<file path="src/logic/hpag_consts.svh">
// Offsets, field positions, reset values and steps of the host port address and pin block
`ifndef HPAG_CONSTS_SVH
`define HPAG_CONSTS_SVH

// Register byte offsets on the Avalon slave
`define HPAG_OFS_IO_ENABLE   5'h00
`define HPAG_OFS_PIN_DIR     5'h04
`define HPAG_OFS_PIN_DATA    5'h08
`define HPAG_OFS_PORT_CTRL   5'h0C
`define HPAG_OFS_READ_ADDR   5'h10
`define HPAG_OFS_WRITE_ADDR  5'h14

// Pin-group enable bit positions in the I/O enable register
`define HPAG_EN_LOWER_BYTE   7
`define HPAG_EN_UPPER_BYTE   8
`define HPAG_EN_ACCESS_CTRL  1
`define HPAG_EN_ADDR_STROBE  2

// Pin index layout: data bus 0..15, access control 16..17, address strobe 18
`define HPAG_PIN_CNTL_LO     16
`define HPAG_PIN_CNTL_HI     17
`define HPAG_PIN_STROBE      18
`define HPAG_NUM_PINS        19

// Levels the host logic sees on a pin taken over for I/O
`define HPAG_FORCED_VIEW     19'h70000

// Port control register fields
`define HPAG_CTRL_DUAL       3
`define HPAG_CTRL_SEL        4

// Reset values
`define HPAG_RST_IO_ENABLE   9'h000
`define HPAG_RST_PIN_DIR     19'h00000
`define HPAG_RST_ADDR        32'h00000000

// Address step of one 32-bit word
`define HPAG_WORD_STEP       32'h00000004

`endif

</file>
<file path="src/logic/hpag_pkg.sv">
// Types shared by the host port address and pin block
package hpag_pkg;

  // Access kinds selected by the access control pins
  typedef enum logic [1:0] {
    ACC_CTRL,
    ACC_DATA_INC,
    ACC_ADDR,
    ACC_DATA
  } hpag_acc_t;

endpackage

</file>
<file path="src/logic/hpag_core.sv">
// Host port address registers, pin takeover for I/O and the Avalon register slave
// Operation
// - Port disabled: every pin free for I/O
// - Port enabled: unused pins still configurable
// - I/O pins seen as data 0, control 1
// - Each pin has enable, direction, data
// - Address strobe enable resets to zero
// - Enable hands pin over, strobe forced high
// - Direction one drives pin, zero inputs
// - Output pin: data write drives, reads back
// - Input pin: writes ignored, reads pin level
// - No preload; output starts with last input
// - Two address registers, read and write use
// - Dual bit selects shared or separate registers
// - Shared mode: address write loads both
// - Shared mode: autoincrement advances both
// - Shared mode: address read returns read register
// - Dual mode: select bit picks addressed register
// - Select bit never steers memory addresses
// - Dual mode: increment only matching register
// - Increment only after the memory access
// - Code 11 leaves addresses unchanged
//
// Design decisions made here: the Avalon-MM slave port and the register addresses.
`include "hpag_consts.svh"
`timescale 1ns/100ps
`default_nettype none

module hpag_core #(
  parameter int NPINS = `HPAG_NUM_PINS
) (
  // Clock and reset
  input  wire logic               clk,
  input  wire logic               rst,
  // Avalon-MM slave
  input  wire logic [4:0]         avAddress,
  input  wire logic               avRead,
  input  wire logic               avWrite,
  input  wire logic [3:0]         avByteenable,
  input  wire logic [31:0]        avWritedata,
  output logic [31:0]             avReaddata,
  output logic                    avWaitrequest,
  // Chip configuration
  input  wire logic               hostPortEnable,
  // Decoded host cycles from the strobe logic
  input  wire logic               cycStart,
  input  wire logic [1:0]         cycCntl,
  input  wire logic               cycRead,
  input  wire logic [31:0]        cycWdata,
  output logic [31:0]             cycRdata,
  // Memory-access logic
  input  wire logic               memRdDone,
  input  wire logic               memWrDone,
  output logic [31:0]             memReadAddr,
  output logic [31:0]             memWriteAddr,
  // Host function drive onto the data bus
  input  wire logic [15:0]        hostDataOut,
  input  wire logic               hostDataDrive,
  output logic [NPINS-1:0]        hostPinView,
  // Device pins
  input  wire logic [NPINS-1:0]   pinIn,
  output logic [NPINS-1:0]        pinOut,
  output logic [NPINS-1:0]        pinOeN
);

  // Byte-enable mask for register writes
  function automatic logic [31:0] beMask(input logic [3:0] be);
    beMask = {{8{be[3]}}, {8{be[2]}}, {8{be[1]}}, {8{be[0]}}};
  endfunction

  // Access kind from the access control code
  function automatic hpag_pkg::hpag_acc_t accKind(input logic [1:0] c);
    case (c)
      2'h0:    accKind = hpag_pkg::ACC_CTRL;
      2'h1:    accKind = hpag_pkg::ACC_DATA_INC;
      2'h2:    accKind = hpag_pkg::ACC_ADDR;
      default: accKind = hpag_pkg::ACC_DATA;
    endcase
  endfunction

  logic [8:0]        ioEnR;
  logic [NPINS-1:0]  dirR;
  logic [NPINS-1:0]  datR;
  logic [31:0]       ctrlR;
  logic [31:0]       readAddrR;
  logic [31:0]       writeAddrR;
  logic              incRdPendR;
  logic              incWrPendR;
  logic              ackR;
  logic [NPINS-1:0]  pinMeta;
  logic [NPINS-1:0]  pinSync;
  logic [NPINS-1:0]  ioEnPin;
  logic [NPINS-1:0]  ioEnEff;
  logic [NPINS-1:0]  pinOut_nxt;
  logic [NPINS-1:0]  pinOeN_nxt;
  logic [31:0]       avMask;
  logic              avWrAcc;
  logic              dualMode;
  logic              addrSel;
  logic              hostAddrWr;
  logic              hostCtrlWr;
  logic              rdIncNow;
  logic              wrIncNow;
  hpag_pkg::hpag_acc_t cycKind;

  // Two-flop synchroniser; pins are asynchronous to clk
  always_ff @(posedge clk or posedge rst) begin
    if (rst) begin
      pinMeta <= '0;
      pinSync <= '0;
    end else begin
      pinMeta <= pinIn;
      pinSync <= pinMeta;
    end
  end

  // One wait state on every access keeps read data registered
  assign avWaitrequest = (avRead | avWrite) & ~ackR;
  assign avWrAcc       = avWrite & ackR;
  assign avMask        = beMask(avByteenable);

  always_ff @(posedge clk or posedge rst) begin
    if (rst) begin
      ackR <= 1'b0;
    end else begin
      ackR <= (avRead | avWrite) & ~ackR;
    end
  end

  // Readback; unmapped offsets read zero
  always_ff @(posedge clk or posedge rst) begin
    if (rst) begin
      avReaddata <= '0;
    end else if (avRead & ~ackR) begin
      if (avAddress == `HPAG_OFS_IO_ENABLE) begin
        avReaddata <= 32'(ioEnR);
      end else if (avAddress == `HPAG_OFS_PIN_DIR) begin
        avReaddata <= 32'(dirR);
      end else if (avAddress == `HPAG_OFS_PIN_DATA) begin
        avReaddata <= 32'(datR);
      end else if (avAddress == `HPAG_OFS_PORT_CTRL) begin
        avReaddata <= ctrlR;
      end else if (avAddress == `HPAG_OFS_READ_ADDR) begin
        avReaddata <= readAddrR;
      end else if (avAddress == `HPAG_OFS_WRITE_ADDR) begin
        avReaddata <= writeAddrR;
      end else begin
        avReaddata <= '0;
      end
    end
  end

  // Pin-group enables; all nine bits 8:0 are kept, group bits and the rest alike
  always_ff @(posedge clk or posedge rst) begin
    if (rst) begin
      ioEnR <= `HPAG_RST_IO_ENABLE;
    end else if (avWrAcc && avAddress == `HPAG_OFS_IO_ENABLE) begin
      ioEnR <= (avWritedata[8:0] & avMask[8:0]) | (ioEnR & ~avMask[8:0]);
    end
  end

  // Direction bits, one per pin
  always_ff @(posedge clk or posedge rst) begin
    if (rst) begin
      dirR <= `HPAG_RST_PIN_DIR;
    end else if (avWrAcc && avAddress == `HPAG_OFS_PIN_DIR) begin
      dirR <= (avWritedata[NPINS-1:0] & avMask[NPINS-1:0]) | (dirR & ~avMask[NPINS-1:0]);
    end
  end

  // Input bits track the pin, output bits hold the last write; no preload possible
  always_ff @(posedge clk or posedge rst) begin
    if (rst) begin
      datR <= '0;
    end else begin
      for (int i = 0; i < NPINS; i++) begin
        if (!dirR[i]) begin
          datR[i] <= pinSync[i];
        end else if (avWrAcc && avAddress == `HPAG_OFS_PIN_DATA && avMask[i]) begin
          datR[i] <= avWritedata[i];
        end
      end
    end
  end

  // Group enables spread over the pins
  always_comb begin
    ioEnPin = '0;
    for (int i = 0; i < 8; i++) begin
      ioEnPin[i]     = ioEnR[`HPAG_EN_LOWER_BYTE];
      ioEnPin[i + 8] = ioEnR[`HPAG_EN_UPPER_BYTE];
    end
    ioEnPin[`HPAG_PIN_CNTL_LO] = ioEnR[`HPAG_EN_ACCESS_CTRL];
    ioEnPin[`HPAG_PIN_CNTL_HI] = ioEnR[`HPAG_EN_ACCESS_CTRL];
    ioEnPin[`HPAG_PIN_STROBE]  = ioEnR[`HPAG_EN_ADDR_STROBE];
  end

  // Disabled port frees every pin; enabled port frees pins by their enables
  assign ioEnEff = hostPortEnable ? ioEnPin : '1;

  // Host logic sees fixed levels on pins taken for I/O
  assign hostPinView = (ioEnEff & `HPAG_FORCED_VIEW) | (~ioEnEff & pinSync);

  // Pin drive: I/O pins by direction, else data pins 0..15 by the host data path, control and strobe undriven
  always_comb begin
    pinOut_nxt = '0;
    pinOeN_nxt = '1;
    for (int i = 0; i < NPINS; i++) begin
      if (ioEnEff[i]) begin
        pinOut_nxt[i] = datR[i];
        pinOeN_nxt[i] = ~dirR[i];
      end else if (i < 16) begin
        pinOut_nxt[i] = hostDataOut[i % 16];
        pinOeN_nxt[i] = ~hostDataDrive;
      end
    end
  end

  // Registered pin outputs
  always_ff @(posedge clk or posedge rst) begin
    if (rst) begin
      pinOut <= '0;
      pinOeN <= '1;
    end else begin
      pinOut <= pinOut_nxt;
      pinOeN <= pinOeN_nxt;
    end
  end

  // Host cycle decode; the read/write line gives the direction
  assign cycKind    = accKind(cycCntl);
  assign hostAddrWr = cycStart && cycKind == hpag_pkg::ACC_ADDR && !cycRead;
  assign hostCtrlWr = cycStart && cycKind == hpag_pkg::ACC_CTRL && !cycRead;
  assign dualMode   = ctrlR[`HPAG_CTRL_DUAL];
  assign addrSel    = ctrlR[`HPAG_CTRL_SEL];

  // Port control; host write wins over a same-cycle CPU write
  always_ff @(posedge clk or posedge rst) begin
    if (rst) begin
      ctrlR <= '0;
    end else if (hostCtrlWr) begin
      ctrlR <= cycWdata;
    end else if (avWrAcc && avAddress == `HPAG_OFS_PORT_CTRL) begin
      ctrlR <= (avWritedata & avMask) | (ctrlR & ~avMask);
    end
  end

  // Pending increments; a new set wins over a same-cycle completion
  always_ff @(posedge clk or posedge rst) begin
    if (rst) begin
      incRdPendR <= 1'b0;
      incWrPendR <= 1'b0;
    end else begin
      incRdPendR <= (cycStart && cycKind == hpag_pkg::ACC_DATA_INC && cycRead)
                    | (incRdPendR & ~memRdDone);
      incWrPendR <= (cycStart && cycKind == hpag_pkg::ACC_DATA_INC && !cycRead)
                    | (incWrPendR & ~memWrDone);
    end
  end

  // Increment only once the memory access that used the address is done
  assign rdIncNow = incRdPendR & memRdDone;
  assign wrIncNow = incWrPendR & memWrDone;

  // Read address register; an address write outranks an increment
  always_ff @(posedge clk or posedge rst) begin
    if (rst) begin
      readAddrR <= `HPAG_RST_ADDR;
    end else if (hostAddrWr && (!dualMode || addrSel)) begin
      readAddrR <= cycWdata;
    end else if (rdIncNow || (!dualMode && wrIncNow)) begin
      readAddrR <= readAddrR + `HPAG_WORD_STEP;
    end
  end

  // Write address register
  always_ff @(posedge clk or posedge rst) begin
    if (rst) begin
      writeAddrR <= `HPAG_RST_ADDR;
    end else if (hostAddrWr && (!dualMode || !addrSel)) begin
      writeAddrR <= cycWdata;
    end else if (wrIncNow || (!dualMode && rdIncNow)) begin
      writeAddrR <= writeAddrR + `HPAG_WORD_STEP;
    end
  end

  // Memory logic always uses fixed roles, independent of the select bit
  assign memReadAddr  = readAddrR;
  assign memWriteAddr = writeAddrR;

  // Host readback of control and address registers
  always_ff @(posedge clk or posedge rst) begin
    if (rst) begin
      cycRdata <= '0;
    end else if (cycStart && cycRead) begin
      if (cycKind == hpag_pkg::ACC_CTRL) begin
        cycRdata <= ctrlR;
      end else if (cycKind == hpag_pkg::ACC_ADDR) begin
        cycRdata <= (!dualMode || addrSel) ? readAddrR : writeAddrR;
      end
    end
  end

  // Checks
  property p_disabledFree;
    @(posedge clk) disable iff (rst) !hostPortEnable |-> ioEnEff == '1;
  endproperty
  a_disabledFree: assert property (p_disabledFree) else $error("pins not freed");

  property p_forcedView;
    @(posedge clk) disable iff (rst)
      ioEnEff[`HPAG_PIN_STROBE] && ioEnEff[0] |->
        hostPinView[`HPAG_PIN_STROBE] && !hostPinView[0];
  endproperty
  a_forcedView: assert property (p_forcedView) else $error("forced view wrong");

  property p_outDrive;
    @(posedge clk) disable iff (rst)
      ioEnEff[`HPAG_PIN_STROBE] && dirR[`HPAG_PIN_STROBE] |=>
        !pinOeN[`HPAG_PIN_STROBE] && pinOut[`HPAG_PIN_STROBE] == $past(datR[`HPAG_PIN_STROBE]);
  endproperty
  a_outDrive: assert property (p_outDrive) else $error("output pin not driven");

  property p_inputTrack;
    @(posedge clk) disable iff (rst) !dirR[0] |=> datR[0] == $past(pinSync[0]);
  endproperty
  a_inputTrack: assert property (p_inputTrack) else $error("input data not sampled");

  property p_outWrite;
    @(posedge clk) disable iff (rst)
      avWrAcc && avAddress == `HPAG_OFS_PIN_DATA && dirR[0] && avByteenable[0] |=>
        datR[0] == $past(avWritedata[0]);
  endproperty
  a_outWrite: assert property (p_outWrite) else $error("output data write lost");

  property p_sharedLoad;
    @(posedge clk) disable iff (rst)
      hostAddrWr && !dualMode |=> readAddrR == $past(cycWdata) && writeAddrR == $past(cycWdata);
  endproperty
  a_sharedLoad: assert property (p_sharedLoad) else $error("shared load mismatch");

  property p_dualSelect;
    @(posedge clk) disable iff (rst)
      hostAddrWr && dualMode && addrSel && !wrIncNow |=>
        writeAddrR == $past(writeAddrR) && readAddrR == $past(cycWdata);
  endproperty
  a_dualSelect: assert property (p_dualSelect) else $error("select bit ignored");

  property p_readStep;
    @(posedge clk) disable iff (rst)
      rdIncNow && !hostAddrWr |=> readAddrR == $past(readAddrR) + `HPAG_WORD_STEP;
  endproperty
  a_readStep: assert property (p_readStep) else $error("read step not four");

  property p_dualOnlyMatch;
    @(posedge clk) disable iff (rst)
      dualMode && rdIncNow && !wrIncNow && !hostAddrWr |=> writeAddrR == $past(writeAddrR);
  endproperty
  a_dualOnlyMatch: assert property (p_dualOnlyMatch) else $error("wrong register stepped");

  property p_avAnswer;
    @(posedge clk) disable iff (rst) $rose(avRead) |-> avWaitrequest ##1 !avWaitrequest;
  endproperty
  a_avAnswer: assert property (p_avAnswer) else $error("bus answer late");

  c_sharedLoad: cover property (@(posedge clk) disable iff (rst) hostAddrWr && !dualMode);
  c_dualRdInc:  cover property (@(posedge clk) disable iff (rst) rdIncNow && dualMode);
  c_pinOutput:  cover property (@(posedge clk) disable iff (rst) !pinOeN[`HPAG_PIN_STROBE]);
  c_pinInput:   cover property (@(posedge clk) disable iff (rst) ioEnEff[0] && !dirR[0]);

endmodule

`default_nettype wire

</file>
<file path="config.mk">
export PLATFORM = sky130hd
export DESIGN_NAME = hpag_core
export DESIGN_NICKNAME = d
export VERILOG_FILES = /design/src/logic/hpag_pkg.sv /design/src/logic/hpag_core.sv
export VERILOG_INCLUDE_DIRS = /design/src /design/src/logic
export SDC_FILE = /design/constraint.sdc
export NUM_CORES = 1
export LEC_CHECK = 0
export BUFFER_PORTS_ARGS = -buffer_cell sky130_fd_sc_hd__clkbuf_2
export CAP_MARGIN = 20
export CELL_PAD_IN_SITES_DETAIL_PLACEMENT = 1
export CELL_PAD_IN_SITES_GLOBAL_PLACEMENT = 1
export CORE_MARGIN = 2
export CORE_UTILIZATION = 45
export DETAILED_ROUTE_END_ITERATION = 12
export HOLD_SLACK_MARGIN = 0.02
export PLACE_DENSITY = 0.92
export RECOVER_POWER = 25
export SLEW_MARGIN = 20
export SYNTH_ARGS = -nofsm -noshare
export SYNTH_HDL_FRONTEND = slang
export SYNTH_SLANG_ARGS = --single-unit
</file>
<file path="constraint.sdc">
create_clock -name clk -period 15.2 [get_ports clk]
set_input_delay 0 -clock clk [delete_from_list [all_inputs] [get_ports clk]]
set_output_delay 0 -clock clk [all_outputs]
set_load 0.02 [all_outputs]
</file>
==> results of run 1 <==
## per-stage QoR
| step | area [µm²] | hold slack, ns |
|---|---|---|
| after floorplan | 13900 | 0.0314 |
| after global placement | 15600 | 0.110 |
| after detailed placement | 15600 | 0.111 |
| after CTS | 17900 | 0.0707 |
| after global routing | 17900 | 0.0800 |
| final | 18000 | 0.0645 |
## cells by family after synthesis
kind of cell             synth area share
flip-flops                          0.518
XOR/XNOR                           0.0328
AND/OR/NAND/NOR                     0.180
buffers and inverters              0.0297
AO/OA/AOI/OAI                       0.130
multiplexers                        0.108
adder cells (fa/ha/maj)           0.00180
## worst min-delay path by stage
stage / start / cells after the start / slack, ns / end
detailed placement: pinIn[18] / 1 / 0.11 / pinMeta[18]
CTS: pinIn[4] / 2 / 0.07 / pinMeta[4]
finish: pinIn[3] / 2 / 0.06 / pinMeta[3]
global placement: pinIn[16] / 1 / 0.11 / pinMeta[16]
global route: pinIn[3] / 2 / 0.08 / pinMeta[3]
floorplan: pinIn[0] / 0 / 0.03 / pinMeta[0]
## layer usage
layer  routed length [µm]  track usage  vias to the layer above
met2                28500        0.599                      725
met4                 2860        0.164                        0
li1                     -            -                     5655
met5                    0            0                        -
met1                21300        0.420                     6646
met3                 4350       0.0683                      201
## synthesized netlist by cell type, types with 12 or more instances
cell type,count
a21oi_1,75
a22oi_1,14
and2_1,27
buf_2,21
clkbuf_1,51
dfrtp_1,267
dfstp_2,19
inv_1,13
mux2_2,25
mux2i_1,102
nand2_1,249
nand2b_1,12
nand3_1,23
nand4_1,19
nor2_1,100
o21ai_0,147
o22ai_1,17
xnor2_1,20
xor2_1,32
## final cells by class
cell class                      instances  area, µm²
Antenna cell                            3       7.51
Clock buffer                           40        870
Clock inverter                         17        234
Fill cell                            3389      12500
Inverter                               13       50.0
Multi-Input combinational cell       1017       6320
Sequential cell                       286       7180
Tap cell                              396        495
Timing Repair Buffer                  432       2800
## worst max-delay path, delay by kind of cell
kind	cells	cell delay [ns]
buffers and inverters	3	4.21
## power by group through the flow
stage	Sequential [mW]	Clock (mW)	Combinational, mW
2_1_floorplan	1.10	0	0.266
3_3_place_gp	1.05	0	0.539
3_5_place_dp	1.06	0	0.564
4_1_cts	1.05	0.830	0.609
5_1_grt	1.08	0.880	0.674
6_report	1.06	0.841	0.633
## repair_timing
action	in CTS	in global routing
setup buffers	0	0
endpoints found under the hold margin	336	0
hold buffers	118	0
==> impl_summary.txt, run 1 <==
----------------------------------------------------
[Yosys]
  Gate Count Post-Synth ... 1398
  Number of synthesized register bits ... 286
  Yosys cell types ... 74
  Syn Std Cell Area ... 13900 µm²
  Fraction of registers with async set/reset ... 1.00
  Syn avg cell area ... 9.92 µm²
  Leading cell types by total area after synthesis ... dfrtp_1 (48%), mux2i_1 (7.4%), nand2_1 (6.7%), o21ai_0 (5.3%), dfstp_2 (3.6%)
  Count of flip-flops with a built-in enable after synthesis ... 0
  Total of warnings raised by yosys ... 0
  Register area share after synthesis ... 0.518
  Commonest register cell after synthesis ... dfrtp_1
  Share of Yosys cell area claimed by the top area cell type ... 0.482
  Syn_nets ... 1520
  Cell type with the highest aggregate area in the netlist ... dfrtp_1

[STA]
  Total Neg Setup Slack ... 0 ns
  Worst-case setup margin in the final layout ... 10.34 ns
  Time the final worst path needs with I/O delays and setup ... 4.86 ns
  Count of pins over their slew limit ... 142
  Total of endpoints with negative setup slack in the final report ... 0
  Skew final ... 0.0257 ns
  FMAX ... 206 MHz
  Hold Vio Cnt, Final ... 0
  RSZ-0062 raised after global routing ... false
  Ratio of final minimum period to clock period ... 0.320
  Worst-case headroom to the max-slew limit ... -3.36
  Pin slew with the least headroom to its limit ... 6.50 ns

[Clock network]
  Number of buffers inserted during clock tree synthesis ... 31
  Number of gates resized after CTS ... 0
  TritonCTS clock tree ... done
  Number of clock sinks seen by CTS ... 286
  Clock transition at the registers of the reported paths ... 0.06 ns
  Level count of the clock H-tree ... 1
  Insertion delay of the later-clocked pin in the worst-skew pair ... 0.59 ns
  Root buf cell ... clkbuf_16
  Buffers from clock root to sink, at most ... 3

[Job]
  Number of maximum-capacitance constraint violations ... 1

[Status]
  Failing checks ... capacitance limit, slew limit
  Outcome ... complete, but fails checks

[Global route]
  Global-route wire length before repair ... 88300 µm
  Pin count of the biggest net entering global routing ... 147
  GRT overflow ... 0
  Number of antenna violations at the first check in global routing ... 3
  Vias in the first global route ... 14400
  GRT Total Usage ... 0.348

[Floorplanning]
  Number of top-level pins ... 306
  Number of standard-cell rows in the floorplan ... 64
  Die extent in y ... 180 µm
  Width of the die ... 180 µm
  Starting density of the core ... 0.456
  Die area ... 32200 µm²
  Total core area ... 30400 µm²

[Pwr]
  Power after layout ... 2.54 mW
  Share of power burned in the clock network ... 0.331
  Combinational cell fraction of total power ... 0.249
  Sw frac ... 0.370
  Leakage ... 8.00 nW
  Sequential group share of total power ... 0.419
  NetSw ... 938 µW
  Internal Dissipation ... 1.60 mW
  Worst voltage drop across the vdd grid ... 0.0933 mV
  Areal power density over the cells ... 141 nW/µm²

[Detailed routing]
  Drt wl/cell ... 25.9 µm
  Mean number of vias per cell ... 6.00
  Total Wirelength ... 57000 µm
  Number of remaining DRC errors ... 0
  Antenna Violating Nets Remaining ... 0
  Initial DRC count ... 1128
  Number of detailed-routing iterations run before antenna repair ... 5
  Total via count after detailed routing ... 13200

[Cells and area]
  Final design utilization ... 0.590
  Share of cells above drive strength 1 ... 0.252
  Final std cells w/o fill ... 2204
  Commonest cells after routing, fill and taps aside ... clkbuf_2 (295), dfrtp_1 (267), nand2_1 (249)
  Layout net count ... 1903
  Leading cell type in the layout, fill and taps excluded ... clkbuf_2
  Layout overhead on the synthesized area ... 29.5%

[Worst setup path]
  Crit path capture type ... async pin
  Worst Setup Path Type ... primary input to async pin
  Cell with the biggest individual delay on the critical path ... clkinvlp_2
  Worst Setup EP ... cycRdata[7]
  Register-to-Register Setup Slack ... 12.78 ns
  Launching instance or port of the critical path ... rst
  Origin of the critical flop-to-flop path ... ackR
  Worst endpoint data arrival time ... 4.35 ns
  Startpoint class of the critical path ... primary input
  Length in cells of the worst reg-to-reg path ... 5
  List of cells traversed by the critical path ... dlygate4sd3_1, clkbuf_2, clkinvlp_2
  Worst EP required ... 14.68 ns
  Largest stage delay on the critical path ... 3.57 ns
  Maximum fanout along the worst path ... 141

[Placement]
  Post-place setup slack ... 12.85 ns
  Detailed Place HPWL ... 34300 µm
  Port Buffers ... 305
  RD Place Congestion ... 0.882
  Post-Place Cells ... 2025

[Min path]
  Worst hold path type ... primary input to flop

----------------------------------------------------
(Power assumes the default switching activity.)
==> run 2, diff against run 1 <==
--- a/config.mk
+++ b/config.mk
@@ -6,15 +6,16 @@
 export SDC_FILE = /design/constraint.sdc
 export NUM_CORES = 1
 export LEC_CHECK = 0
+export ABC_AREA = 1
 export BUFFER_PORTS_ARGS = -buffer_cell sky130_fd_sc_hd__clkbuf_2
 export CAP_MARGIN = 20
 export CELL_PAD_IN_SITES_DETAIL_PLACEMENT = 1
 export CELL_PAD_IN_SITES_GLOBAL_PLACEMENT = 1
 export CORE_MARGIN = 2
-export CORE_UTILIZATION = 45
+export CORE_UTILIZATION = 40
 export DETAILED_ROUTE_END_ITERATION = 12
 export HOLD_SLACK_MARGIN = 0.02
-export PLACE_DENSITY = 0.92
+export PLACE_DENSITY = 0.86
 export RECOVER_POWER = 25
 export SLEW_MARGIN = 20
 export SYNTH_ARGS = -nofsm -noshare
==> constraint.sdc (replaced) <==
create_clock -name clk -period 4.59 [get_ports clk]
set_input_delay 0 -clock clk [delete_from_list [all_inputs] [get_ports clk]]
set_output_delay 0 -clock clk [all_outputs]
set_load 0.02 [all_outputs]
==> impl_summary.txt, run 2 <==
----------------------------------------------------
[Placement]
  RD Place Congestion ... 0.955
  Cell area reported after detailed placement ... 16500 µm²
  Port Buffers ... 305
  Post-place setup slack ... 1.85 ns
  Detailed Place HPWL ... 45900 µm

[Floorplanning]
  Width of the die ... 196 µm
  Starting density of the core ... 0.404
  Number of standard-cell rows in the floorplan ... 70
  Die area ... 38300 µm²
  Total core area ... 36400 µm²
  Number of top-level pins ... 306
  Die extent in y ... 196 µm

[Pwr]
  Sequential group share of total power ... 0.403
  Leakage ... 8.93 nW
  Share of power burned in the clock network ... 0.281
  Areal power density over the cells ... 522 nW/µm²
  Worst voltage drop across the vdd grid ... 0.268 mV
  Combinational cell fraction of total power ... 0.315
  Internal Dissipation ... 5.60 mW
  NetSw ... 4.29 mW
  Sw frac ... 0.434

[Clock network]
  Number of gates resized after CTS ... 0
  TritonCTS clock tree ... done
  Post-CTS setup repair buffer count ... 0
  Number of buffers inserted during clock tree synthesis ... 34
  Hold buffers post-CTS ... 144
  Root buf cell ... clkbuf_16
  Buffers from clock root to sink, at most ... 3
  Clock transition at the registers of the reported paths ... 0.06 ns
  Number of clock sinks seen by CTS ... 286
  Level count of the clock H-tree ... 2
  Insertion delay of the later-clocked pin in the worst-skew pair ... 0.55 ns

[STA]
  Count of pins over their slew limit ... 35
  Hold Vio Cnt, Final ... 0
  Skew final ... 0.0279 ns
  Time the final worst path needs with I/O delays and setup ... 3.02 ns
  Total Neg Setup Slack ... 0 ns
  FMAX ... 331 MHz
  RSZ-0062 raised after global routing ... false
  Worst-case headroom to the max-slew limit ... -0.235
  Ratio of final minimum period to clock period ... 0.658
  Pin slew with the least headroom to its limit ... 1.84 ns
  Worst-case setup margin in the final layout ... 1.57 ns
  Total of endpoints with negative setup slack in the final report ... 0

[Cells and area]
  Layout overhead on the synthesized area ... 28.8%
  Share of cells above drive strength 1 ... 0.151
  Commonest cells after routing, fill and taps aside ... nand2_1 (549), dfrtp_1 (267), nor2_1 (215)
  FILL cells ... 4570
  Layout net count ... 2455
  Design area ... 18900 µm²
  Leading cell type in the layout, fill and taps excluded ... nand2_1
  Final design utilization ... 0.520

[Worst setup path]
  Worst endpoint data arrival time ... 3.43 ns
  Startpoint class of the critical path ... primary input
  Crit path capture type ... flop
  Maximum fanout along the worst path ... 25
  Register-to-Register Setup Slack ... 1.73 ns
  Worst Setup Path Type ... primary input to flop
  Worst EP required ... 5.00 ns

[Yosys]
  Leading cell types by total area after synthesis ... dfrtp_1 (45%), nand2_1 (14%), nor2_1 (5.5%), nand3_1 (4.7%), inv_1 (4.5%)
  Most repeated cell in the gate-level netlist after synthesis ... nand2_1
  Count of flip-flops with a built-in enable after synthesis ... 0
  Cell type with the highest aggregate area in the netlist ... dfrtp_1
  Syn avg cell area ... 7.71 µm²
  Gate Count Post-Synth ... 1909
  Register area share after synthesis ... 0.488
  Share of Yosys cell area claimed by the top area cell type ... 0.454
  Syn Std Cell Area ... 14700 µm²
  Fraction of registers with async set/reset ... 1.00
  Commonest register cell after synthesis ... dfrtp_1
  Yosys cell types ... 45
  Syn_nets ... 2031
  Number of synthesized register bits ... 286
  List of most frequent post-synthesis cells ... nand2_1 (550), dfrtp_1 (267), nor2_1 (215), inv_1 (175), nand3_1 (137)
  Total of warnings raised by yosys ... 0

[Status]
  Failing checks ... capacitance limit, slew limit
  Outcome ... complete, but fails checks

[Global route]
  Vias in the first global route ... 18000
  GRT Total Usage ... 0.377
  Number of antenna violations at the first check in global routing ... 3
  Pin count of the biggest net entering global routing ... 125
  Global-route wire length before repair ... 110000 µm
  GRT overflow ... 0

[Min path]
  Worst hold path type ... primary input to flop

[Detailed routing]
  Routed length on met1 ... 26900 µm
  Total via count after detailed routing ... 16900
  Initial DRC count ... 1784
  Total Wirelength ... 72800 µm
  Highest metal layer used by the detailed router ... met4
  Drt wl/cell ... 25.7 µm
  Number of detailed-routing iterations run before antenna repair ... 6
  Mean number of vias per cell ... 5.99
  Met2 wire len ... 33700 µm
  Antenna Violating Nets Remaining ... 0
  Number of remaining DRC errors ... 0
  Met3 wire len ... 7380 µm

[Job]
  Number of maximum-capacitance constraint violations ... 1

----------------------------------------------------
==> run 2: cell count changes in the layout (fill, tap and decap cells not counted), moves of 102 or more <==
| cell | change |
|---|---|
| clkbuf_1 | +106 |
| inv_1 | +162 |
| mux2i_1 | -102 |
| nand2_1 | +300 |
| nand3_1 | +114 |
| nor2_1 | +117 |
==> run 2: critical path, stage by stage <==
cell	delay [ns]
dlygate4sd3_1	0.56
clkbuf_2	0.17
nor2_2	0.19
nand3_2	0.30
inv_4	0.44
nand3_1	0.31
nor2_1	0.18
dlygate4sd3_1	0.58
a21oi_1	0.07
dlygate4sd3_1	0.62
==> run 2: cell type report <==
cell class | instances | area, µm² | area share
antenna | 3 | 7.51 | 0.000396
clock buffer | 49 | 997 | 0.0526
multi-input combinational | 1353 | 6390 | 0.337
inverter | 195 | 736 | 0.0388
timing repair buffer | 463 | 2940 | 0.155
sequential | 286 | 7180 | 0.379
tap | 468 | 586 | 0.0309
clock inverter | 11 | 110 | 0.00581
==> run 2: metrics by stage <==
stage / power, mW / hold slack [ns] / instances
2_1_floorplan: 5.39 / 0.0314 / 1909
3_3_place_gp: 6.66 / 0.109 / 2621
3_5_place_dp: 6.78 / 0.110 / 2621
4_1_cts: 9.66 / 0.0798 / 2825
5_1_grt: 10.2 / 0.109 / 2827
6_report: 9.89 / 0.0955 / 2828
==> run 2: path summary, 6_finish.rpt <==
path	from	endpoint	cells past startpoint
max	avAddress[3]	flop	10
min	pinIn[7]	pinMeta[7]	2
max reg2reg	flop	memWriteAddr[24]	8
min reg2reg	pinMeta[1]	pinSync[1]	0
max in group asynchronous	rst	memReadAddr[9]	4
min in group asynchronous	rst	memWriteAddr[22]	3
==> run 2: logic make-up (layout without fill, tap and decap cells) <==
family	after synthesis	count (layout)	synth area share
adder cells (fa/ha/maj)	2	2	0.00170
AND/OR/NAND/NOR	980	980	0.282
buffers and inverters	270	718	0.0777
AO/OA/AOI/OAI	367	367	0.148
flip-flops	286	286	0.488
other	0	3	0
XOR/XNOR	4	4	0.00238
==> run 2: power by group through the flow <==
| stage | Clock [mW] | Combinational, mW | Sequential (mW) |
|---|---|---|---|
| after floorplan | 0 | 1.31 | 4.08 |
| after global placement | 0 | 2.75 | 3.91 |
| after detailed placement | 0 | 2.85 | 3.93 |
| after CTS | 2.75 | 3.02 | 3.89 |
| after global routing | 2.88 | 3.35 | 4.01 |
| final | 2.78 | 3.12 | 3.99 |
==> run 2: routing by layer <==
metal | up-vias | track usage
met5 | - | 0
met4 | 0 | 0.225
met3 | 333 | 0.0959
met2 | 1116 | 0.607
met1 | 8388 | 0.460
li1 | 7096 | -
==> run 3, diff against run 2 <==
==> constraint.sdc (replaced) <==
create_clock -name clk -period 2.8 [get_ports clk]
set_input_delay 0 -clock clk [delete_from_list [all_inputs] [get_ports clk]]
set_output_delay 0 -clock clk [all_outputs]
set_load 0.02 [all_outputs]
==> impl_summary.txt, run 3 (synthesized netlist as in run 2, its figures left out) <==
----------------------------------------------------
[Global route]
  Global-route wire length before repair ... 107000 µm
  GRT Total Usage ... 0.366
  GRT overflow ... 0
  Vias in the first global route ... 17700
  Number of antenna violations at the first check in global routing ... 3
  Pin count of the biggest net entering global routing ... 59

[Floorplanning]
  Starting density of the core ... 0.404
  Die extent in y ... 196 µm
  Number of top-level pins ... 306
  Total core area ... 36400 µm²
  Number of standard-cell rows in the floorplan ... 70
  Die area ... 38300 µm²
  Width of the die ... 196 µm

[Cells and area]
  Commonest cells after routing, fill and taps aside ... nand2_1 (549), clkbuf_2 (306), dfrtp_1 (267)
  Leading cell type in the layout, fill and taps excluded ... nand2_1
  Layout net count ... 2471
  FILL cells ... 4536
  Final design utilization ... 0.526
  Share of cells above drive strength 1 ... 0.201
  Layout overhead on the synthesized area ... 30.3%

[Worst setup path]
  Crit path capture type ... flop
  Worst EP required ... 3.28 ns
  Startpoint class of the critical path ... flop
  Dominant delay contributor by cell family on the critical path ... buffers and inverters
  Worst endpoint data arrival time ... 3.16 ns
  WP buf/inv ... 3
  Most common cell type on the critical path ... dlygate4sd3_1
  Maximum fanout along the worst path ... 16
  Worst Setup Path Type ... flop to flop
  Cell with the biggest individual delay on the critical path ... dlygate4sd3_1
  Largest stage delay on the critical path ... 0.58 ns
  List of cells traversed by the critical path ... nand2_1, inv_2, nand3_4, nor2_1, dlygate4sd3_1, a21oi_1, dlygate4sd3_1

[Placement]
  Detailed Place HPWL ... 46900 µm
  RD Place Congestion ... 0.966
  Port Buffers ... 305

[Detailed routing]
  Total via count after detailed routing ... 16800
  Number of detailed-routing iterations run before antenna repair ... 6
  Mean number of vias per cell ... 5.92
  Drt wl/cell ... 25.0 µm
  Antenna Violating Nets Remaining ... 0
  Number of remaining DRC errors ... 0
  Initial DRC count ... 1926
  Total Wirelength ... 71200 µm

[Pwr]
  Sequential group share of total power ... 0.407
  Areal power density over the cells ... 835 nW/µm²
  Share of power burned in the clock network ... 0.272
  NetSw ... 6.89 mW
  Leakage ... 9.31 nW
  Sw frac ... 0.430
  Internal Dissipation ... 9.12 mW
  Combinational cell fraction of total power ... 0.321
  Worst voltage drop across the vdd grid ... 0.559 mV

[Clock network]
  Root buf cell ... clkbuf_16
  Number of clock sinks seen by CTS ... 286
  Level count of the clock H-tree ... 1
  Buffers from clock root to sink, at most ... 3
  Number of buffers inserted during clock tree synthesis ... 31
  Insertion delay of the later-clocked pin in the worst-skew pair ... 0.61 ns
  Clock transition at the registers of the reported paths ... 0.08 ns
  Post-CTS setup repair buffer count ... 0
  TritonCTS clock tree ... done

[STA]
  Pin slew with the least headroom to its limit ... 1.50 ns
  Ratio of final minimum period to clock period ... 0.955
  Skew final ... 0.0169 ns
  Total of endpoints with negative setup slack in the final report ... 0
  FMAX ... 374 MHz
  Time the final worst path needs with I/O delays and setup ... 2.67 ns
  Worst-case headroom to the max-slew limit ... -0.00303
  Hold Vio Cnt, Final ... 0
  RSZ-0062 raised after global routing ... false
  Count of pins over their slew limit ... 58
  Final-layout worst hold slack ... 0.0472 ns

[Status]
  Outcome ... complete, but fails checks
  Failing checks ... capacitance limit, slew limit

[Min path]
  Worst hold path type ... primary input to flop

[Job]
  Number of maximum-capacitance constraint violations ... 1

----------------------------------------------------
run 3: power by group through the flow:
stage	clock network (mW)	logic, mW	registers [mW]
floorplan	0	2.15	6.69
global placement	0	4.52	6.42
detailed placement	0	4.67	6.45
CTS	4.28	4.95	6.39
global route	4.51	5.51	6.56
finish	4.36	5.14	6.51
run 3: path summary, 6_finish.rpt:
path | cells past startpoint | slack [ns] | start | end
max | 7 | 0.13 | ackR | flop
min | 2 | 0.05 | pinIn[2] | pinMeta[2]
max reg2reg | 7 | 0.13 | ackR | flop
min reg2reg | 0 | 0.34 | pinMeta[6] | pinSync[6]
max in group asynchronous | 4 | 0.68 | rst | avReaddata[9]
min in group asynchronous | 3 | 0.16 | rst | async pin
run 3: timing repair:
action / CTS / global route
hold endpoints to repair: 411 / 0
endpoints found under the setup margin: 0 / 14
hold buffers: 150 / 0
gates resized for setup: 0 / 7
run 3: area by class of cell:
cell class | count | area (µm²) | area share
Tap cell | 468 | 586 | 0.0305
Inverter | 195 | 744 | 0.0388
Antenna cell | 3 | 7.51 | 0.000392
Timing Repair Buffer | 482 | 3210 | 0.168
Clock inverter | 15 | 173 | 0.00901
Clock buffer | 42 | 867 | 0.0452
Multi-Input combinational cell | 1353 | 6400 | 0.334
Sequential cell | 286 | 7180 | 0.375
run 3: through the flow:
stage / instances / cell area, µm² / setup TNS (ns) / power (mW) / setup WS, ns
3_3_place_gp: 2634 / 16700 / 0 / 10.9 / 0.664
2_1_floorplan: 1909 / 14700 / -260.52 / 8.84 / -0.976
6_report: 2844 / 19200 / 0 / 16.0 / 0.127
4_1_cts: 2841 / 19200 / 0 / 15.6 / 0.124
3_5_place_dp: 2634 / 16700 / 0 / 11.1 / 0.566
5_1_grt: 2842 / 19200 / 0 / 16.6 / 0.0106
run 3: routing by layer:
metal / part of all wire / routed length [µm] / GRT usage
met5: 0.00038 / 27 / 0
met4: 0.061 / 4320 / 0.203
met1: 0.38 / 27100 / 0.455
met3: 0.096 / 6870 / 0.0921
met2: 0.46 / 32900 / 0.587
